### config.mk
export PLATFORM = sky130hd
export DESIGN_NAME = pm_event_status_bits
export DESIGN_NICKNAME = d
export VERILOG_FILES = /design/src/logic/pm_event_pkg.sv /design/src/logic/pm_event_status_bits.sv
export SDC_FILE = /design/constraint.sdc
export NUM_CORES = 1
export LEC_CHECK = 0
export CELL_PAD_IN_SITES_DETAIL_PLACEMENT = 1
export CELL_PAD_IN_SITES_GLOBAL_PLACEMENT = 1
export CORE_ASPECT_RATIO = 0.7
export CORE_MARGIN = 10
export CORE_UTILIZATION = 43
export CTS_CLUSTER_DIAMETER = 200
export DETAILED_ROUTE_END_ITERATION = 10
export DONT_BUFFER_PORTS = 1
export GPL_ROUTABILITY_DRIVEN = 0
export HOLD_SLACK_MARGIN = 0.02
export PLACE_DENSITY = 0.82
export SYNTH_ARGS = -nofsm -noshare
export SYNTH_HDL_FRONTEND = slang
export SYNTH_SLANG_ARGS = --single-unit
### constraint.sdc
create_clock -name clk_sys -period 1.8 [get_ports clk_sys]
set_input_delay 0.09 -clock clk_sys [delete_from_list [all_inputs] [get_ports clk_sys]]
set_output_delay 0.09 -clock clk_sys [all_outputs]
set_load 0.02 [all_outputs]
### src/logic/pm_event_pkg.sv
package pm_event_pkg;

  // register offsets (byte addresses, one aligned word each)
  localparam logic [7:0] OFS_FLAGS = 8'h00;
  localparam logic [7:0] OFS_ENABLE = 8'h04;
  localparam logic [7:0] OFS_CONTROL = 8'h08;
  localparam logic [7:0] OFS_INT_STATUS = 8'h0c;
  localparam logic [7:0] OFS_INT_MASK = 8'h10;

  // flag register bit positions
  localparam int BIT_BM_FLAG = 4;
  localparam int BIT_GBL_FLAG = 5;
  localparam int BIT_PB_FLAG = 8;
  localparam int BIT_OVR_FLAG = 11;

  // enable register: power button event enable
  localparam int BIT_PB_ENABLE = 8;

  // control register: routing select and firmware release strobe
  localparam int BIT_ROUTE_SEL = 0;
  localparam int BIT_FW_RELEASE = 1;

  // interrupt status / mask layout
  localparam int INT_W = 4;
  localparam int IBIT_PB_SET = 0;
  localparam int IBIT_OVERRIDE = 1;
  localparam int IBIT_GBL_SET = 2;
  localparam int IBIT_BM_SET = 3;

  // reset values
  localparam logic RST_FLAG = 1'b0;
  localparam logic RST_ENABLE = 1'b0;
  localparam logic RST_ROUTE = 1'b0;
  localparam logic [INT_W-1:0] RST_INT = 4'h0;

  // timing: long press before forced power off
  localparam int CLK_HZ = 20_000_000;
  localparam int PB_OVERRIDE_S = 4;
  localparam int PB_CNT_W = 27;
  localparam logic [PB_CNT_W-1:0] PB_OVERRIDE_CYCLES = PB_CNT_W'(PB_OVERRIDE_S * CLK_HZ);

  // source counts
  localparam int NUM_PCI_REQ = 6;
  localparam int NUM_INT_MASTERS = 4;
  localparam int NUM_USB = 3;
  localparam int USB_PORTS = 2;
  localparam int NUM_AUDIO_DMA = 4;

  // register bus request
  typedef struct packed {
    logic [7:0] addr;
    logic [31:0] wdata;
    logic wr;
    logic rd;
  } reg_req_s;

  // one usb host controller's state, as seen by activity detection
  typedef struct packed {
    logic global_suspend;
    logic [USB_PORTS-1:0] port_suspended;
    logic run;
  } usb_status_s;

endpackage : pm_event_pkg

### src/logic/pm_event_status_bits.sv
// The strobed register port and the register addresses were left to the implementer.
`timescale 1ns/1ps
// Overview of operation
// - button low sets power button flag until override
// - long press: clear flag, override, S5
// - writing one clears power button flag
// - button flag survives port hard reset
// - awake: flag and enable raise SCI/SMI
// - sleeping: flag and enable raise wake
// - firmware release sets attention flag, SCI
// - bus master request sets activity flag
// - PCI, internal, graphics, USB show activity
// - USB active: running, unsuspended, port awake
// - each USB controller feeds its own term
// - IDE engine active while start bit set
// - activity flag never wakes or raises SCI/SMI
// - writing one clears bus master flag
// - audio link activity sets activity flag
module pm_event_status_bits #(
  parameter logic [pm_event_pkg::PB_CNT_W-1:0] OVERRIDE_CYCLES =
    pm_event_pkg::PB_OVERRIDE_CYCLES,
  parameter int NUM_PCI_REQ = pm_event_pkg::NUM_PCI_REQ,
  parameter int NUM_INT_MASTERS = pm_event_pkg::NUM_INT_MASTERS,
  parameter int NUM_USB = pm_event_pkg::NUM_USB,
  parameter int NUM_AUDIO_DMA = pm_event_pkg::NUM_AUDIO_DMA
) (
  input wire logic clk_sys,
  input wire logic rst,
  input wire logic hard_reset_cf9,
  input pm_event_pkg::reg_req_s reg_req,
  output logic [31:0] reg_rdata,
  input wire logic power_button_input_n,
  input wire logic system_sleeping,
  input wire logic [NUM_PCI_REQ-1:0] pci_req_n,
  input wire logic [NUM_INT_MASTERS-1:0] internal_master_req,
  input wire logic graphics_port_busy_n,
  input pm_event_pkg::usb_status_s [NUM_USB-1:0] usb_status,
  input wire logic ide_bus_master_engine_start,
  input wire logic [NUM_AUDIO_DMA-1:0] audio_dma_run,
  output logic sci,
  output logic system_management_interrupt_n,
  output logic wake_event,
  output logic s5_request,
  output logic wake_button_only,
  output logic irq
);

  // address match for one register
  function automatic logic addr_is(input pm_event_pkg::reg_req_s r, input logic [7:0] ofs);
    addr_is = (r.addr == ofs);
  endfunction : addr_is

  // pin synchronisers: first stage is read only by second stage
  logic pb_meta_q;
  logic pb_sync_q;
  logic gfx_meta_q;
  logic gfx_sync_q;
  logic [NUM_PCI_REQ-1:0] pci_meta_q;
  logic [NUM_PCI_REQ-1:0] pci_sync_q;

  // state registers
  logic [pm_event_pkg::PB_CNT_W-1:0] pb_cnt_q;
  logic [pm_event_pkg::PB_CNT_W-1:0] pb_cnt_d;
  logic ovr_hold_q; // latched after override until release
  logic ovr_hold_d;
  logic pb_flag_q;
  logic pb_flag_d;
  logic ovr_flag_q;
  logic ovr_flag_d;
  logic gbl_flag_q;
  logic gbl_flag_d;
  logic bm_flag_q;
  logic bm_flag_d;
  logic pb_en_q; // power_button_event_enable
  logic route_sel_q; // interrupt_route_select: 1 = SCI
  logic s5_req_q;
  logic wake_only_q;
  logic wake_only_d;
  logic sleeping_q;
  logic [pm_event_pkg::INT_W-1:0] int_sts_q;
  logic [pm_event_pkg::INT_W-1:0] int_sts_d;
  logic [pm_event_pkg::INT_W-1:0] int_mask_q;
  logic [31:0] rdata_q;

  // bus decode
  wire wr_flags = reg_req.wr && addr_is(reg_req, pm_event_pkg::OFS_FLAGS);
  wire wr_enable = reg_req.wr && addr_is(reg_req, pm_event_pkg::OFS_ENABLE);
  wire wr_control = reg_req.wr && addr_is(reg_req, pm_event_pkg::OFS_CONTROL);
  wire wr_int_mask = reg_req.wr && addr_is(reg_req, pm_event_pkg::OFS_INT_MASK);
  wire rd_int_sts = reg_req.rd && addr_is(reg_req, pm_event_pkg::OFS_INT_STATUS);

  // write-one-clear strobes and the firmware release strobe
  wire clr_pb = wr_flags && reg_req.wdata[pm_event_pkg::BIT_PB_FLAG];
  wire clr_ovr = wr_flags && reg_req.wdata[pm_event_pkg::BIT_OVR_FLAG];
  wire clr_gbl = wr_flags && reg_req.wdata[pm_event_pkg::BIT_GBL_FLAG];
  wire clr_bm = wr_flags && reg_req.wdata[pm_event_pkg::BIT_BM_FLAG];
  wire fw_release = wr_control && reg_req.wdata[pm_event_pkg::BIT_FW_RELEASE];

  // power button after synchronising
  wire btn_low = !pb_sync_q;
  // exact compare: the counter is held at zero while the hold is set
  wire override_hit = btn_low && !ovr_hold_q && (pb_cnt_q == OVERRIDE_CYCLES);
  wire pb_set = btn_low && !ovr_hold_q && !override_hit;

  // per-controller usb activity
  logic [NUM_USB-1:0] usb_active;
  genvar gi;
  generate
    for (gi = 0; gi < NUM_USB; gi++)
    begin : g_usb
      assign usb_active[gi] = !usb_status[gi].global_suspend &&
        !(&usb_status[gi].port_suspended) && usb_status[gi].run;
    end
  endgenerate

  // bus master activity sources
  wire pci_active = !(&pci_sync_q);
  wire int_active = |internal_master_req;
  wire gfx_active = !gfx_sync_q;
  wire usb_any = |usb_active;
  wire audio_active = |audio_dma_run;
  wire bm_active = pci_active || int_active || gfx_active || usb_any ||
    ide_bus_master_engine_start || audio_active;

  // event routing; bus master flag takes no part here
  // button event only when enabled
  wire pb_event = pb_flag_q && pb_en_q;
  wire awake_pb = !system_sleeping && pb_event;
  assign sci = (awake_pb && route_sel_q) || gbl_flag_q;
  assign system_management_interrupt_n = !(awake_pb && !route_sel_q);
  assign wake_event = system_sleeping && pb_event;

  // long press counter; held at zero once the override fired
  assign pb_cnt_d = (!btn_low || ovr_hold_q) ? '0 : pb_cnt_q + 1'b1;
  assign ovr_hold_d = override_hit || (ovr_hold_q && btn_low);

  // flag next values, set wins over software clear
  assign pb_flag_d = pb_set || (pb_flag_q && !clr_pb && !override_hit);
  assign ovr_flag_d = override_hit || (ovr_flag_q && !clr_ovr);
  assign gbl_flag_d = fw_release || (gbl_flag_q && !clr_gbl);
  assign bm_flag_d = bm_active || (bm_flag_q && !clr_bm);

  // wake restricted to the button after an override, until back awake
  assign wake_only_d = override_hit || (wake_only_q && !(sleeping_q && !system_sleeping));

  // sticky interrupt events, read of the status clears them
  wire [pm_event_pkg::INT_W-1:0] int_ev = {
    bm_flag_d && !bm_flag_q,
    fw_release,
    override_hit,
    pb_set && !pb_flag_q
  };
  assign int_sts_d = int_ev | (int_sts_q & {pm_event_pkg::INT_W{!rd_int_sts}});
  // level interrupt, masked per bit
  assign irq = |(int_sts_q & int_mask_q);

  // read data selection
  logic [31:0] flags_word;
  logic [31:0] enable_word;
  logic [31:0] control_word;
  logic [31:0] rd_mux;
  always_comb
  begin
    flags_word = '0;
    flags_word[pm_event_pkg::BIT_PB_FLAG] = pb_flag_q;
    flags_word[pm_event_pkg::BIT_OVR_FLAG] = ovr_flag_q;
    flags_word[pm_event_pkg::BIT_GBL_FLAG] = gbl_flag_q;
    flags_word[pm_event_pkg::BIT_BM_FLAG] = bm_flag_q;
    enable_word = '0;
    enable_word[pm_event_pkg::BIT_PB_ENABLE] = pb_en_q;
    control_word = '0;
    control_word[pm_event_pkg::BIT_ROUTE_SEL] = route_sel_q;
  end
  assign rd_mux =
    addr_is(reg_req, pm_event_pkg::OFS_FLAGS) ? flags_word :
    addr_is(reg_req, pm_event_pkg::OFS_ENABLE) ? enable_word :
    addr_is(reg_req, pm_event_pkg::OFS_CONTROL) ? control_word :
    addr_is(reg_req, pm_event_pkg::OFS_INT_STATUS) ? {28'h0000000, int_sts_q} :
    addr_is(reg_req, pm_event_pkg::OFS_INT_MASK) ? {28'h0000000, int_mask_q} :
    32'h00000000; // unmapped reads zero
  // registered outputs
  assign reg_rdata = rdata_q;
  assign s5_request = s5_req_q;
  assign wake_button_only = wake_only_q;

  // synchronisers for outside pins
  always_ff @(posedge clk_sys or posedge rst)
  begin
    if (rst)
    begin
      // idle level of every pin, so no false edge
      pb_meta_q <= 1'b1;
      pb_sync_q <= 1'b1;
      gfx_meta_q <= 1'b1;
      gfx_sync_q <= 1'b1;
      pci_meta_q <= '1;
      pci_sync_q <= '1;
    end
    else
    begin
      // two stages per pin, only the second is read
      pb_meta_q <= power_button_input_n;
      pb_sync_q <= pb_meta_q;
      gfx_meta_q <= graphics_port_busy_n;
      gfx_sync_q <= gfx_meta_q;
      pci_meta_q <= pci_req_n;
      pci_sync_q <= pci_meta_q;
    end
  end

  // status flags: only the well reset clears them
  always_ff @(posedge clk_sys or posedge rst)
  begin
    if (rst)
    begin
      // well reset only; the port hard reset never reaches here
      pb_flag_q <= pm_event_pkg::RST_FLAG;
      ovr_flag_q <= pm_event_pkg::RST_FLAG;
      gbl_flag_q <= pm_event_pkg::RST_FLAG;
      bm_flag_q <= pm_event_pkg::RST_FLAG;
      pb_en_q <= pm_event_pkg::RST_ENABLE;
    end
    else
    begin
      // next values already hold set-wins-over-clear
      pb_flag_q <= pb_flag_d;
      ovr_flag_q <= ovr_flag_d;
      gbl_flag_q <= gbl_flag_d;
      bm_flag_q <= bm_flag_d;
      // enable is software owned and kept by the port hard reset
      if (wr_enable)
        pb_en_q <= reg_req.wdata[pm_event_pkg::BIT_PB_ENABLE];
    end
  end

  // long press tracking and power-off request
  always_ff @(posedge clk_sys or posedge rst)
  begin
    if (rst)
    begin
      // no press in progress
      pb_cnt_q <= '0;
      ovr_hold_q <= 1'b0;
      s5_req_q <= 1'b0;
      wake_only_q <= 1'b0;
      sleeping_q <= 1'b0;
    end
    else
    begin
      // counter, hold latch and power-off pulse step together
      pb_cnt_q <= pb_cnt_d;
      ovr_hold_q <= ovr_hold_d;
      s5_req_q <= override_hit;
      wake_only_q <= wake_only_d;
      sleeping_q <= system_sleeping;
    end
  end

  // core-side control, cleared also by the port hard reset
  always_ff @(posedge clk_sys or posedge rst)
  begin
    if (rst)
    begin
      route_sel_q <= pm_event_pkg::RST_ROUTE;
      int_sts_q <= pm_event_pkg::RST_INT;
      int_mask_q <= pm_event_pkg::RST_INT;
    end
    // port hard reset: routing and interrupt bookkeeping only
    else if (hard_reset_cf9)
    begin
      route_sel_q <= pm_event_pkg::RST_ROUTE;
      int_sts_q <= pm_event_pkg::RST_INT;
      int_mask_q <= pm_event_pkg::RST_INT;
    end
    else
    begin
      int_sts_q <= int_sts_d;
      // route select is the only stored control bit
      if (wr_control)
        route_sel_q <= reg_req.wdata[pm_event_pkg::BIT_ROUTE_SEL];
      // mask takes the low bits of the word
      if (wr_int_mask)
        int_mask_q <= reg_req.wdata[pm_event_pkg::INT_W-1:0];
    end
  end

  // read data, valid the cycle after the strobe
  always_ff @(posedge clk_sys or posedge rst)
  begin
    if (rst)
      rdata_q <= '0;
    // capture the addressed word
    else if (reg_req.rd)
      rdata_q <= rd_mux;
    else
      rdata_q <= '0;
  end
endmodule : pm_event_status_bits

==> results.md, run 1 <==
- Status: completed
- Remaining antenna violation count after routing: 0
- Largest net degree at the start of global routing: 32
- Clock power share: 41.7%
- CTS H-tree lvls: 3
- Iteration-0 DRC Markers: between 200 and 300
- Internal Power: 2.38 mW
- Share of cells above drive strength 1: around 24%
- Period Utilization, post-route: about 100%
- Clock root cell: clkbuf_8
- Per-cell routed wire length: 23.5 um
- First-pass DRT Iterations: 4
- Number of synthesized register bits: 69
- Mapped Avg Cell Area: 10.3 um^2
- CP Cell Sequence: nor4_1 -> nand2_1 -> or3_1 -> a21o_1
- Headroom to the max-slew limit: approximately half
- CTS buffer count: 9
- Max Cap Violations: 0
- GRT Util Overall: about 18%
- Slowest cell on the critical path: dfrtp_1
- Unrepaired setup endpoints after global routing: true
- Count of pins over their slew limit: 0
- Syn. warnings: 0
- First-pass GRT wire length: roughly 17 mm
- GRT overflow: 0
- Core ar.: approximately 7400 um^2
- Hold Vio Cnt, Final: 0
- Fmax: approximately 560 MHz
- Flop pwr share: between 50 and 60%
- # fillers: around 810
- Clock sinks: ~70
- Synth Cell Area: 3320 um^2
- P&R area growth vs syn: 27.4%
- Leakage: approximately 1.8 nW
- Cell taking the most area after synthesis: dfrtp_1
- Clk_lat worst skew: between 0.3 and 0.4 ns
- Main synth FF type: dfrtp_1
- Port bufs: 0
- Fin crit period: around 1.8 ns
- FFs w/ async S/R, synth: 100%
- Synth area leaders: dfrtp_1 40%, dfstp_2 13%, buf_4 5.4%, a21oi_1 3.0%, nand3_1 3.0%
- CTS tree: yes
- DRC viols: 0
- Vias in the first global route: between 3000 and 4000
- Die X-Extent: between 100 and 150 um
- Crit path DAT: between 2 and 2.5 ns
- Clock transition at the registers of the reported paths: roughly 0.080 ns
- Synth unique cells: 50
- CP Class: reg2reg
- Final WL: roughly 12 mm
- DP HPWL: roughly 7 mm
- Starting density of the core: 44.8%
- WP data required: 2.06 ns
- Final Cell Area: approximately 4200 um^2
- Worst-Margin Slew: 0.728 ns
- Seq/Total Area, Yosys: a little over half
- Clk_skew: 0.0136 ns
- CP startpoint kind: flip-flop
- Sw Share: about 25%
- Antenna Cells: 0
- Worst Hold Class: in2reg
- Ports: about 110
- Power Density: 752 nW/um^2
- Initial antenna violation count: 0
- CP max FO: 6
- Die Height: about 94 um
- Share of the synthesized area in the top cell type: between 30% and 40%
- Die area: 11700 um^2
- Nets: 465
- CP max stage delay: around 0.46 ns
- Drt via density: roughly 5.9
- PnR Total Power: between 3 and 4 mW
- Net Sw Power: between 0.8 and 0.9 mW
- Total buffers and inverters traversed by the critical path: 0
- EDFF count, synth: 0
- Top delay family on crit path: simple AND/OR/NAND/NOR gates
- VDD IR max: 695 uV
- CP Capture Type: flip-flop
- CTS Buffer Depth: 2
- Row cnt: 26
- Placed Area: about 3500 um^2
- Combinational share of power: ~7.4%
- DR vias: 2874
- Mapped Cells: between 300 and 400
- Setup-failing EPs final: 0
## repair_timing
action | CTS | global route
pin swaps | 2 | 12
hold buffers | 30 | 0
resized for setup | 6 | 24
setup buffers | 1 | 11
hold endpoints to repair | 47 | 0
cloned | 0 | 1
endpoints found under the setup margin | 11 | 18
## final timing paths
check	from	to	slack, ns	cells after the start
setup / recovery	pb_cnt_q[3]$_DFF_PP0_	pb_flag_q$_DFF_PP0_	0.005	4
min in group asynchronous	rst	pb_cnt_q[9]$_DFF_PP0_	0.33	2
setup reg to reg	pb_cnt_q[3]$_DFF_PP0_	pb_flag_q$_DFF_PP0_	0.005	4
max in group asynchronous	rst	pci_sync_q[1]$_DFF_PP1_	0.84	3
hold / removal	reg_req[1]	ovr_flag_q$_DFF_PP0_	0.03	3
hold reg to reg	pb_meta_q$_DFF_PP1_	pb_sync_q$_DFF_PP1_	0.36	0
## cell type report
| class | instances | area, um^2 | area share [%] |
|---|---|---|---|
| sequential | 69 | 1750 | 41.4 |
| tap | 98 | 123 | 2.90 |
| clock buffer | 13 | 190 | 4.49 |
| inverter | 12 | 48.8 | 1.15 |
| clock inverter | 3 | 23.8 | 0.562 |
| multi-input combinational | 233 | 1510 | 35.7 |
| timing repair buffer | 63 | 584 | 13.8 |
## kinds of logic (layout without fill, tap and decap cells)
group / Yosys count / in the layout / synth area share, %
mux: 2 / 2 / 0.640
other cells: 1 / 24 / 0.113
buf+inv: 46 / 91 / 8.66
xor+xnor: 11 / 11 / 2.90
fa+ha+maj: 2 / 2 / 0.753
compound gates: 54 / 54 / 10.2
simple gates: 139 / 140 / 24.1
flops: 69 / 69 / 52.6
## cell usage after synthesis, drive strengths merged, types with 2 or more instances
library cell and count:
or3 9, nand3 20, and4 6, nor2 24, or4 9, xnor2 6
o21ai 9, nor4 5, dfrtp 53, nand4 11, xor2 5, nor3 5
o31ai 8, a21o 4, o2bb2ai 2, dfstp 16, nand4b 2, nand3b 3
and2 4, clkbuf 5, ha 2, buf 29, a21oi 20, a22oi 5
nand2 26, nand2b 2, inv 12, and3 7
## tightest hold or removal path, stage by stage
cell and delay (ns):
nand3_1 0.08, o21ai_0 0.11, nand2_1 0.08
## power by group through the flow
stage	clock network, mW	logic [mW]	registers (mW)
after global placement	0	0.157	1.64
after floorplan	0	0.173	1.64
after CTS	1.34	0.217	1.62
after global routing	1.44	0.254	1.62
final	1.33	0.236	1.62
after detailed placement	0	0.163	1.65
## layout by cell type (no fill, tap or decap), types with 6 or more instances in the layout
cell / count
dfrtp_1: 50
dlygate4sd3_1: 30
buf_4: 28
nand2_1: 26
nor2_1: 24
conb_1: 24
nand3_1: 19
a21oi_1: 17
dfstp_2: 16
clkbuf_8: 12
inv_1: 11
nand4_1: 10
o21ai_0: 9
or3_1: 8
or4_1: 7
o31ai_1: 7
xnor2_1: 6
## metal layers
| metal | up-vias | share of wire (%) | track usage [%] |
|---|---|---|---|
| met4 | 0 | 1.4 | 5.74 |
| met2 | 143 | 48 | 30.0 |
| met1 | 1468 | 41 | 22.6 |
| met5 | - | 0 | 0 |
| li1 | 1246 | - | - |
| met3 | 17 | 8.9 | 6.88 |
## sequential cells by signal, indices dropped and copies added, names as in the netlist, 4 cells and up
signal      flops
pci_sync_q      6
int_mask_q      4
reg_rdata       8
pci_meta_q      6
pb_cnt_q       27
int_sts_q       4
## per-stage QoR
step / setup slack, ns / cells / setup TNS, ns / hold WS, ns / util [%]
after floorplan: 0.0770 / 347 / 0 / 0.0945 / -
after global placement: -0.0500 / 432 / -0.102 / 0.0942 / 46.7
after detailed placement: -0.110 / 432 / -0.388 / 0.0946 / 46.7
after CTS: -0.0325 / 479 / -0.0325 / 0.0201 / 54.2
after global routing: -0.0767 / 491 / -0.473 / 0.0339 / 57.1
final: 0.00464 / 491 / 0 / 0.0260 / 57.1
Power figures use the tool's default switching activity.
==> run 2, diff against run 1 <==
clock period = 1.64 ns   (was 1.8 ns; I/O delays follow)
==> results.md, run 2 (synthesized netlist as in run 1, its figures left out) <==
- Status: finished with violations
- Failing checks: setup timing
- Clk_skew: 0.00915 ns (-0.00444 ns)
- Die area: 11700 um^2 (unchanged)
- GR peak layer: met2
- Port bufs: 0 (unchanged)
- Starting density of the core: 44.8% (unchanged)
- CTS buffer count: 9 (unchanged)
- Met2 Use GR: 29.9% (-0.087 points)
- Slowest cell on the critical path: dfrtp_1
- Clock transition at the registers of the reported paths: 0.07 ns (about the same)
- CTS Buffer Depth: 2 (unchanged)
- CP Capture Type: flip-flop
- Leakage: 1.87 nW (+2.6%)
- Setup ws final: -0.148 ns (-0.153 ns)
- Biggest register: pb_cnt_q
- Most frequent cells in the layout: 52 x dfrtp_1, 44 x buf_4, 26 x nand2_1
- Power Density: 790 nW/um^2 (+5.0%)
- Row cnt: 26 (unchanged)
- Unrepaired setup endpoints after global routing: true
- Hold Slack: 0.0369 ns (+0.0110 ns)
- Max reg flops: 27 (unchanged)
- CP startpoint kind: flip-flop
- Share of cells above drive strength 1: 32.1% (+7.9 points)
- CP max stage delay: 0.42 ns (-0.04 ns)
- Most common cell after layout, fill and taps aside: dfrtp_1
- DR vias: 2990 (+4.0%)
- First-pass DRT Iterations: 5 (+1)
- GRT Util Overall: 18.5% (-0.038 points)
- CP Cell Sequence: ha_2 -> and3_2 -> nand4_1 -> buf_6 -> or4_4 -> a21oi_2
- Vias in the first global route: 3083 (+2.7%)
- First-pass GRT wire length: 17.0 mm (-0.65%)
- Max Cap Violations: 0 (unchanged)
- Worst Hold Class: in2reg
- Count of pins over their slew limit: 0 (unchanged)
- Placed insts: 449 (+3.9%)
- Die Height: 93.5 um (unchanged)
- VDD IR max: 488 uV (-30%)
- PnR Total Power: 3.44 mW (+8.0%)
- Drt via density: 5.94 (+1.6%)
- Die X-Extent: 125 um (unchanged)
- Clock root cell: clkbuf_8
- Largest net degree at the start of global routing: 51 (+59%)
- CP Class: reg2reg
- Worst-Margin Slew: 0.565 ns (-0.164 ns)
- Multi-input logic area: 1580 um^2 (+4.8%)
- DRC viols: 0 (unchanged)
- Nets: 477 (+2.6%)
- DP HPWL: 7.03 mm (-1.0%)
- Hold Vio Cnt, Final: 0 (unchanged)
- Fin crit period: 1.79 ns (-0.00737 ns)
- Remaining antenna violation count after routing: 0 (unchanged)
- Clk_lat worst skew: 0.36 ns (about the same)
- Antenna Cells: 0 (unchanged)
- Crit path DAT: 2.08 ns (+0.03 ns)
- CTS tree: yes
- GR Util met3: 7.33% (+0.45 points)
- CTS H-tree lvls: 3 (unchanged)
- Initial antenna violation count: 0 (unchanged)
- Iteration-0 DRC Markers: 287 (-1.0%)
- # fillers: 816 (+0.87%)
- Met1 Use GR: 22.3% (-0.28 points)
- Clock sinks: 69 (unchanged)
- Headroom to the max-slew limit: 62.1% (+11 points)
- Post-Layout Cell Count: 503 (+2.4%)
- Per-cell routed wire length: 23.6 um (+0.40%)
- CP max FO: 12 (+6)
- Register area: 1750 um^2 (-0.14%)
- Core ar.: 7420 um^2 (unchanged)
- Fmax: 559 MHz (+0.41%)
- Setup-failing EPs final: 18 (+18)
- GRT overflow: 0 (unchanged)
- WP data required: 1.93 ns (-0.13 ns)
- Final WL: 11.9 mm (+2.9%)
- P&R area growth vs syn: 31.0%
- Period Utilization, post-route: 109% (+9.3 points)
- Ports: 113 (unchanged)
[run 2: cell count changes in the layout (fill, tap and decap cells not counted), sizes merged]
cell,previous run,this run
bufinv,0,1
clkbuf,13,11
buf,33,50
clkinv,2,4
inv,12,11
dlygate4sd3,30,25
[run 2: worst paths after layout]
kind                                    startpoint                       to  slack [ns]  depth (start not counted)
setup / recovery             pb_cnt_q[0]$_DFF_PP0_   pb_cnt_q[24]$_DFF_PP0_       -0.15                          6
hold / removal                         reg_req[40]     gbl_flag_q$_DFF_PP0_        0.04                          4
setup reg to reg             pb_cnt_q[0]$_DFF_PP0_   pb_cnt_q[24]$_DFF_PP0_       -0.15                          6
hold reg to reg            pci_meta_q[0]$_DFF_PP1_  pci_sync_q[0]$_DFF_PP1_        0.36                          0
max in group asynchronous                      rst      pb_sync_q$_DFF_PP1_        0.80                          3
min in group asynchronous                      rst   reg_rdata[2]$_DFF_PP0_        0.20                          2
[run 2: timing repair]
| item | in CTS | in global routing |
|---|---|---|
| endpoints found under the hold margin | 96 | 0 |
| pin swaps | 12 | 10 |
| setup endpoints to repair | 20 | 21 |
| setup buffers | 5 | 7 |
| hold buffers | 25 | 0 |
| resized for setup | 17 | 33 |
| gates cloned | 1 | 0 |
[run 2: metal layers]
metal | vias to the layer above | wire (um)
met1 | 1517 | 4930
li1 | 1279 | -
met5 | - | 0
met4 | 0 | 270
met2 | 165 | 5800
met3 | 29 | 876
[run 2: power breakdown]
part	switching [mW]	internal, mW
Sequential	0.0251	1.75
Combinational	0.178	0.0974
Clock	0.654	0.733
[run 2: cell type report]
class / count / share of cell area [%]
inverter: 12 / 1.12
sequential: 69 / 40.2
timing repair buffer: 75 / 15.1
clock inverter: 5 / 1.15
tap: 98 / 2.82
clock buffer: 11 / 3.25
multi-input combinational: 233 / 36.4
[run 2: worst max-delay path: cells and delay by family, from the launching register on]
kind,cells,cell delay (ns)
adders and majority gates,1,0.22
buffers and inverters,1,0.18
DFF,1,0.42
and+or+nand+nor,3,0.76
AOI/OAI and AO/OA,1,0.13
[run 2: stage by stage]
stage,utilization (%),setup TNS (ns),setup WS (ns),cell area [um^2]
after floorplan,-,0,0.00921,3420
after global placement,48.4,-0.290,-0.0851,3590
after detailed placement,48.4,-1.32,-0.164,3590
after CTS,56.2,-0.396,-0.0932,4170
after global routing,58.7,-2.47,-0.220,4350
final,58.7,-1.37,-0.148,4350
==> run 3, diff against run 2 <==
CORE_UTILIZATION = 40   (was 43)
HOLD_SLACK_MARGIN = unset   (was 0.02)
PLACE_DENSITY = 0.78   (was 0.82)
==> results.md, run 3 (synthesized netlist as in run 1, its figures left out) <==
- Status: finished with violations
- Failing checks: setup timing
- Die X-Extent: 129 um (+3.1%)
- Flop-to-flop setup slack: -0.13 ns (+0.02 ns)
- Count of pins over their slew limit: 0 (unchanged)
- PnR Total Power: 4.09 mW (+19%)
- Reg-to-Reg Start: pb_cnt_q[3]$_DFF_PP0_
- Clk_skew: 0.00485 ns (-0.00430 ns)
- Final Cell Area: 4610 um^2 (+5.9%)
- Initial antenna violation count: 0 (unchanged)
- Clock transition at the registers of the reported paths: 0.06 ns (about the same)
- Remaining antenna violation count after routing: 0 (unchanged)
- Headroom to the max-slew limit: 60.1% (-2.0 points)
- Die area: 12400 um^2 (+6.1%)
- P&R area growth vs syn: 38.7%
- Period Utilization, post-route: 108% (-0.92 points)
- Fin crit period: 1.77 ns (-0.0150 ns)
- CTS buffer count: 9 (unchanged)
- Clock power share: 49.9% (+9.6 points)
- DR vias: 2932 (-1.9%)
- Worst Hold Class: in2reg
- DP HPWL: 7.13 mm (+1.5%)
- Hold Vio Cnt, Final: 0 (unchanged)
- Core ar.: 7970 um^2 (+7.5%)
- CP Class: reg2reg
- Starting density of the core: 41.7% (-3.1 points)
- CP Capture Type: flip-flop
- First-pass DRT Iterations: 4 (-1)
- Port bufs: 0 (unchanged)
- Hold path endpoint: gbl_flag_q$_DFF_PP0_
- Placed Area: 3570 um^2 (-0.59%)
- GRT overflow: 0 (unchanged)
- Fmax: 564 MHz (+0.85%)
- Vias in the first global route: 3187 (+3.4%)
- Largest net degree at the start of global routing: 28 (-45%)
- Placed insts: 447 (-0.45%)
- Register area: 1750 um^2 (unchanged)
- Nets: 480 (+0.63%)
- Leakage: 1.96 nW (+5.1%)
- # fillers: 852 (+4.4%)
- Ports: 113 (unchanged)
- Max reg flops: 27 (unchanged)
- Antenna Cells: 0 (unchanged)
- Share of cells above drive strength 1: 35.3% (+3.2 points)
- Setup ws final: -0.133 ns (+0.0150 ns)
- Net Sw Power: 0.933 mW (+8.8%)
- Die Height: 96.2 um (+2.9%)
- Crit path DAT: 2.04 ns (-0.04 ns)
- Flop pwr share: 43.5% (-8.2 points)
- Reg2reg end: pb_cnt_q[24]$_DFF_PP0_
- FF-to-FF path depth: 6 (unchanged)
- CTS tree: yes
- CTS H-tree lvls: 3 (unchanged)
- Most common cell after layout, fill and taps aside: dfrtp_1
- Iteration-0 DRC Markers: 155 (-46%)
- VDD IR max: 567 uV (+16%)
- Per-cell routed wire length: 24.1 um (+1.9%)
- CTS Buffer Depth: 2 (unchanged)
- Max Cap Violations: 0 (unchanged)
- Post-Layout Cell Count: 509 (+1.2%)
- Final WL: 12.3 mm (+3.1%)
- Combinational share of power: 6.7% (-1.3 points)
- CP startpoint kind: flip-flop
- Internal Power: 3.16 mW (+22%)
- Clock root cell: clkbuf_16
- Setup-failing EPs final: 19 (+1)
- GRT Util Overall: 19.5% (+1.1 points)
- Hold Startpoint: reg_req[1]
- First-pass GRT wire length: 18.5 mm (+8.6%)
- Row cnt: 27 (+3.8%)
- CP max FO: 7 (-5)
- Drt via density: 5.76 (-3.1%)
- Biggest register: pb_cnt_q
- WP data required: 1.90 ns (-0.03 ns)
- Clock sinks: 69 (unchanged)
- Unrepaired setup endpoints after global routing: true
- Clk_lat worst skew: 0.34 ns (-0.02 ns)
- DRC viols: 0 (unchanged)
- Worst-Margin Slew: 0.597 ns (+0.0327 ns)
- Sw Share: 22.8% (-2.1 points)
- Multi-input logic area: 1640 um^2 (+3.6%)
- Power Density: 888 nW/um^2 (+12%)
- Hold Crit Depth: 3 (-1)
- Most frequent cells in the layout: 52 x dfrtp_1, 43 x buf_4, 25 x nand2_1
## run 3: worst max path at each step
stage / start / cells past startpoint / endpoint / slack (ns)
after global placement: pci_sync_q[3]$_DFF_PP1_ / 4 / bm_flag_q$_DFF_PP0_ / -0.10
after floorplan: pb_cnt_q[0]$_DFF_PP0_ / 6 / pb_cnt_q[18]$_DFF_PP0_ / 0.009
after global routing: pb_cnt_q[11]$_DFF_PP0_ / 4 / int_sts_q[1]$_DFF_PP0_ / -0.20
final: pb_cnt_q[3]$_DFF_PP0_ / 6 / pb_cnt_q[24]$_DFF_PP0_ / -0.13
after CTS: pci_sync_q[3]$_DFF_PP1_ / 4 / bm_flag_q$_DFF_PP0_ / -0.12
after detailed placement: pci_sync_q[3]$_DFF_PP1_ / 4 / bm_flag_q$_DFF_PP0_ / -0.18
## run 3: repair_timing
item | CTS | global route
endpoints found under the hold margin | 48 | 0
endpoints found under the setup margin | 17 | 24
resized for setup | 26 | 40
hold buffers | 23 | 0
cloned | 2 | 0
setup buffers | 13 | 9
pin swaps | 20 | 25
## run 3: worst max-delay path, stage by stage, from the launching register on
cell,delay (ns)
dfrtp_1,0.46
buf_4,0.16
and3_4,0.18
nand4_1,0.13
buf_6,0.17
or4_4,0.48
a21oi_2,0.12
## run 3: area by class of cell
| type | instances | share of cell area (%) |
|---|---|---|
| clock buffers | 12 | 5.78 |
| clock inverters | 4 | 1.17 |
| inverters | 12 | 1.06 |
| multi-input cells | 233 | 35.6 |
| flip-flops and latches | 69 | 37.9 |
| well taps | 101 | 2.74 |
| repair buffers | 78 | 15.7 |
## run 3: stage by stage
stage	TNS, ns	hold WS (ns)	setup WS [ns]	utilization, %
floorplan	0	0.0865	0.00921	-
global placement	-0.577	0.0449	-0.101	44.8
detailed placement	-1.37	0.0417	-0.177	44.8
CTS	-0.653	0.0146	-0.122	54.6
global route	-2.82	0.0188	-0.203	57.8
finish	-1.41	0.0101	-0.133	57.8
## run 3: per-layer routing
layer / GRT usage [%] / wire length [um] / vias to the layer above
li1: - / - / 1288
met1: 23.8 / 5050 / 1498
met2: 31.8 / 6010 / 127
met3: 6.86 / 955 / 19
met4: 6.70 / 240 / 0
met5: 0 / 0 / -
## run 3: power by group through the flow
stage	clock network (mW)	registers, mW	logic, mW
floorplan	0	1.80	0.190
global placement	0	1.80	0.180
detailed placement	0	1.81	0.185
CTS	2.06	1.77	0.253
global route	2.16	1.78	0.298
finish	2.04	1.78	0.273
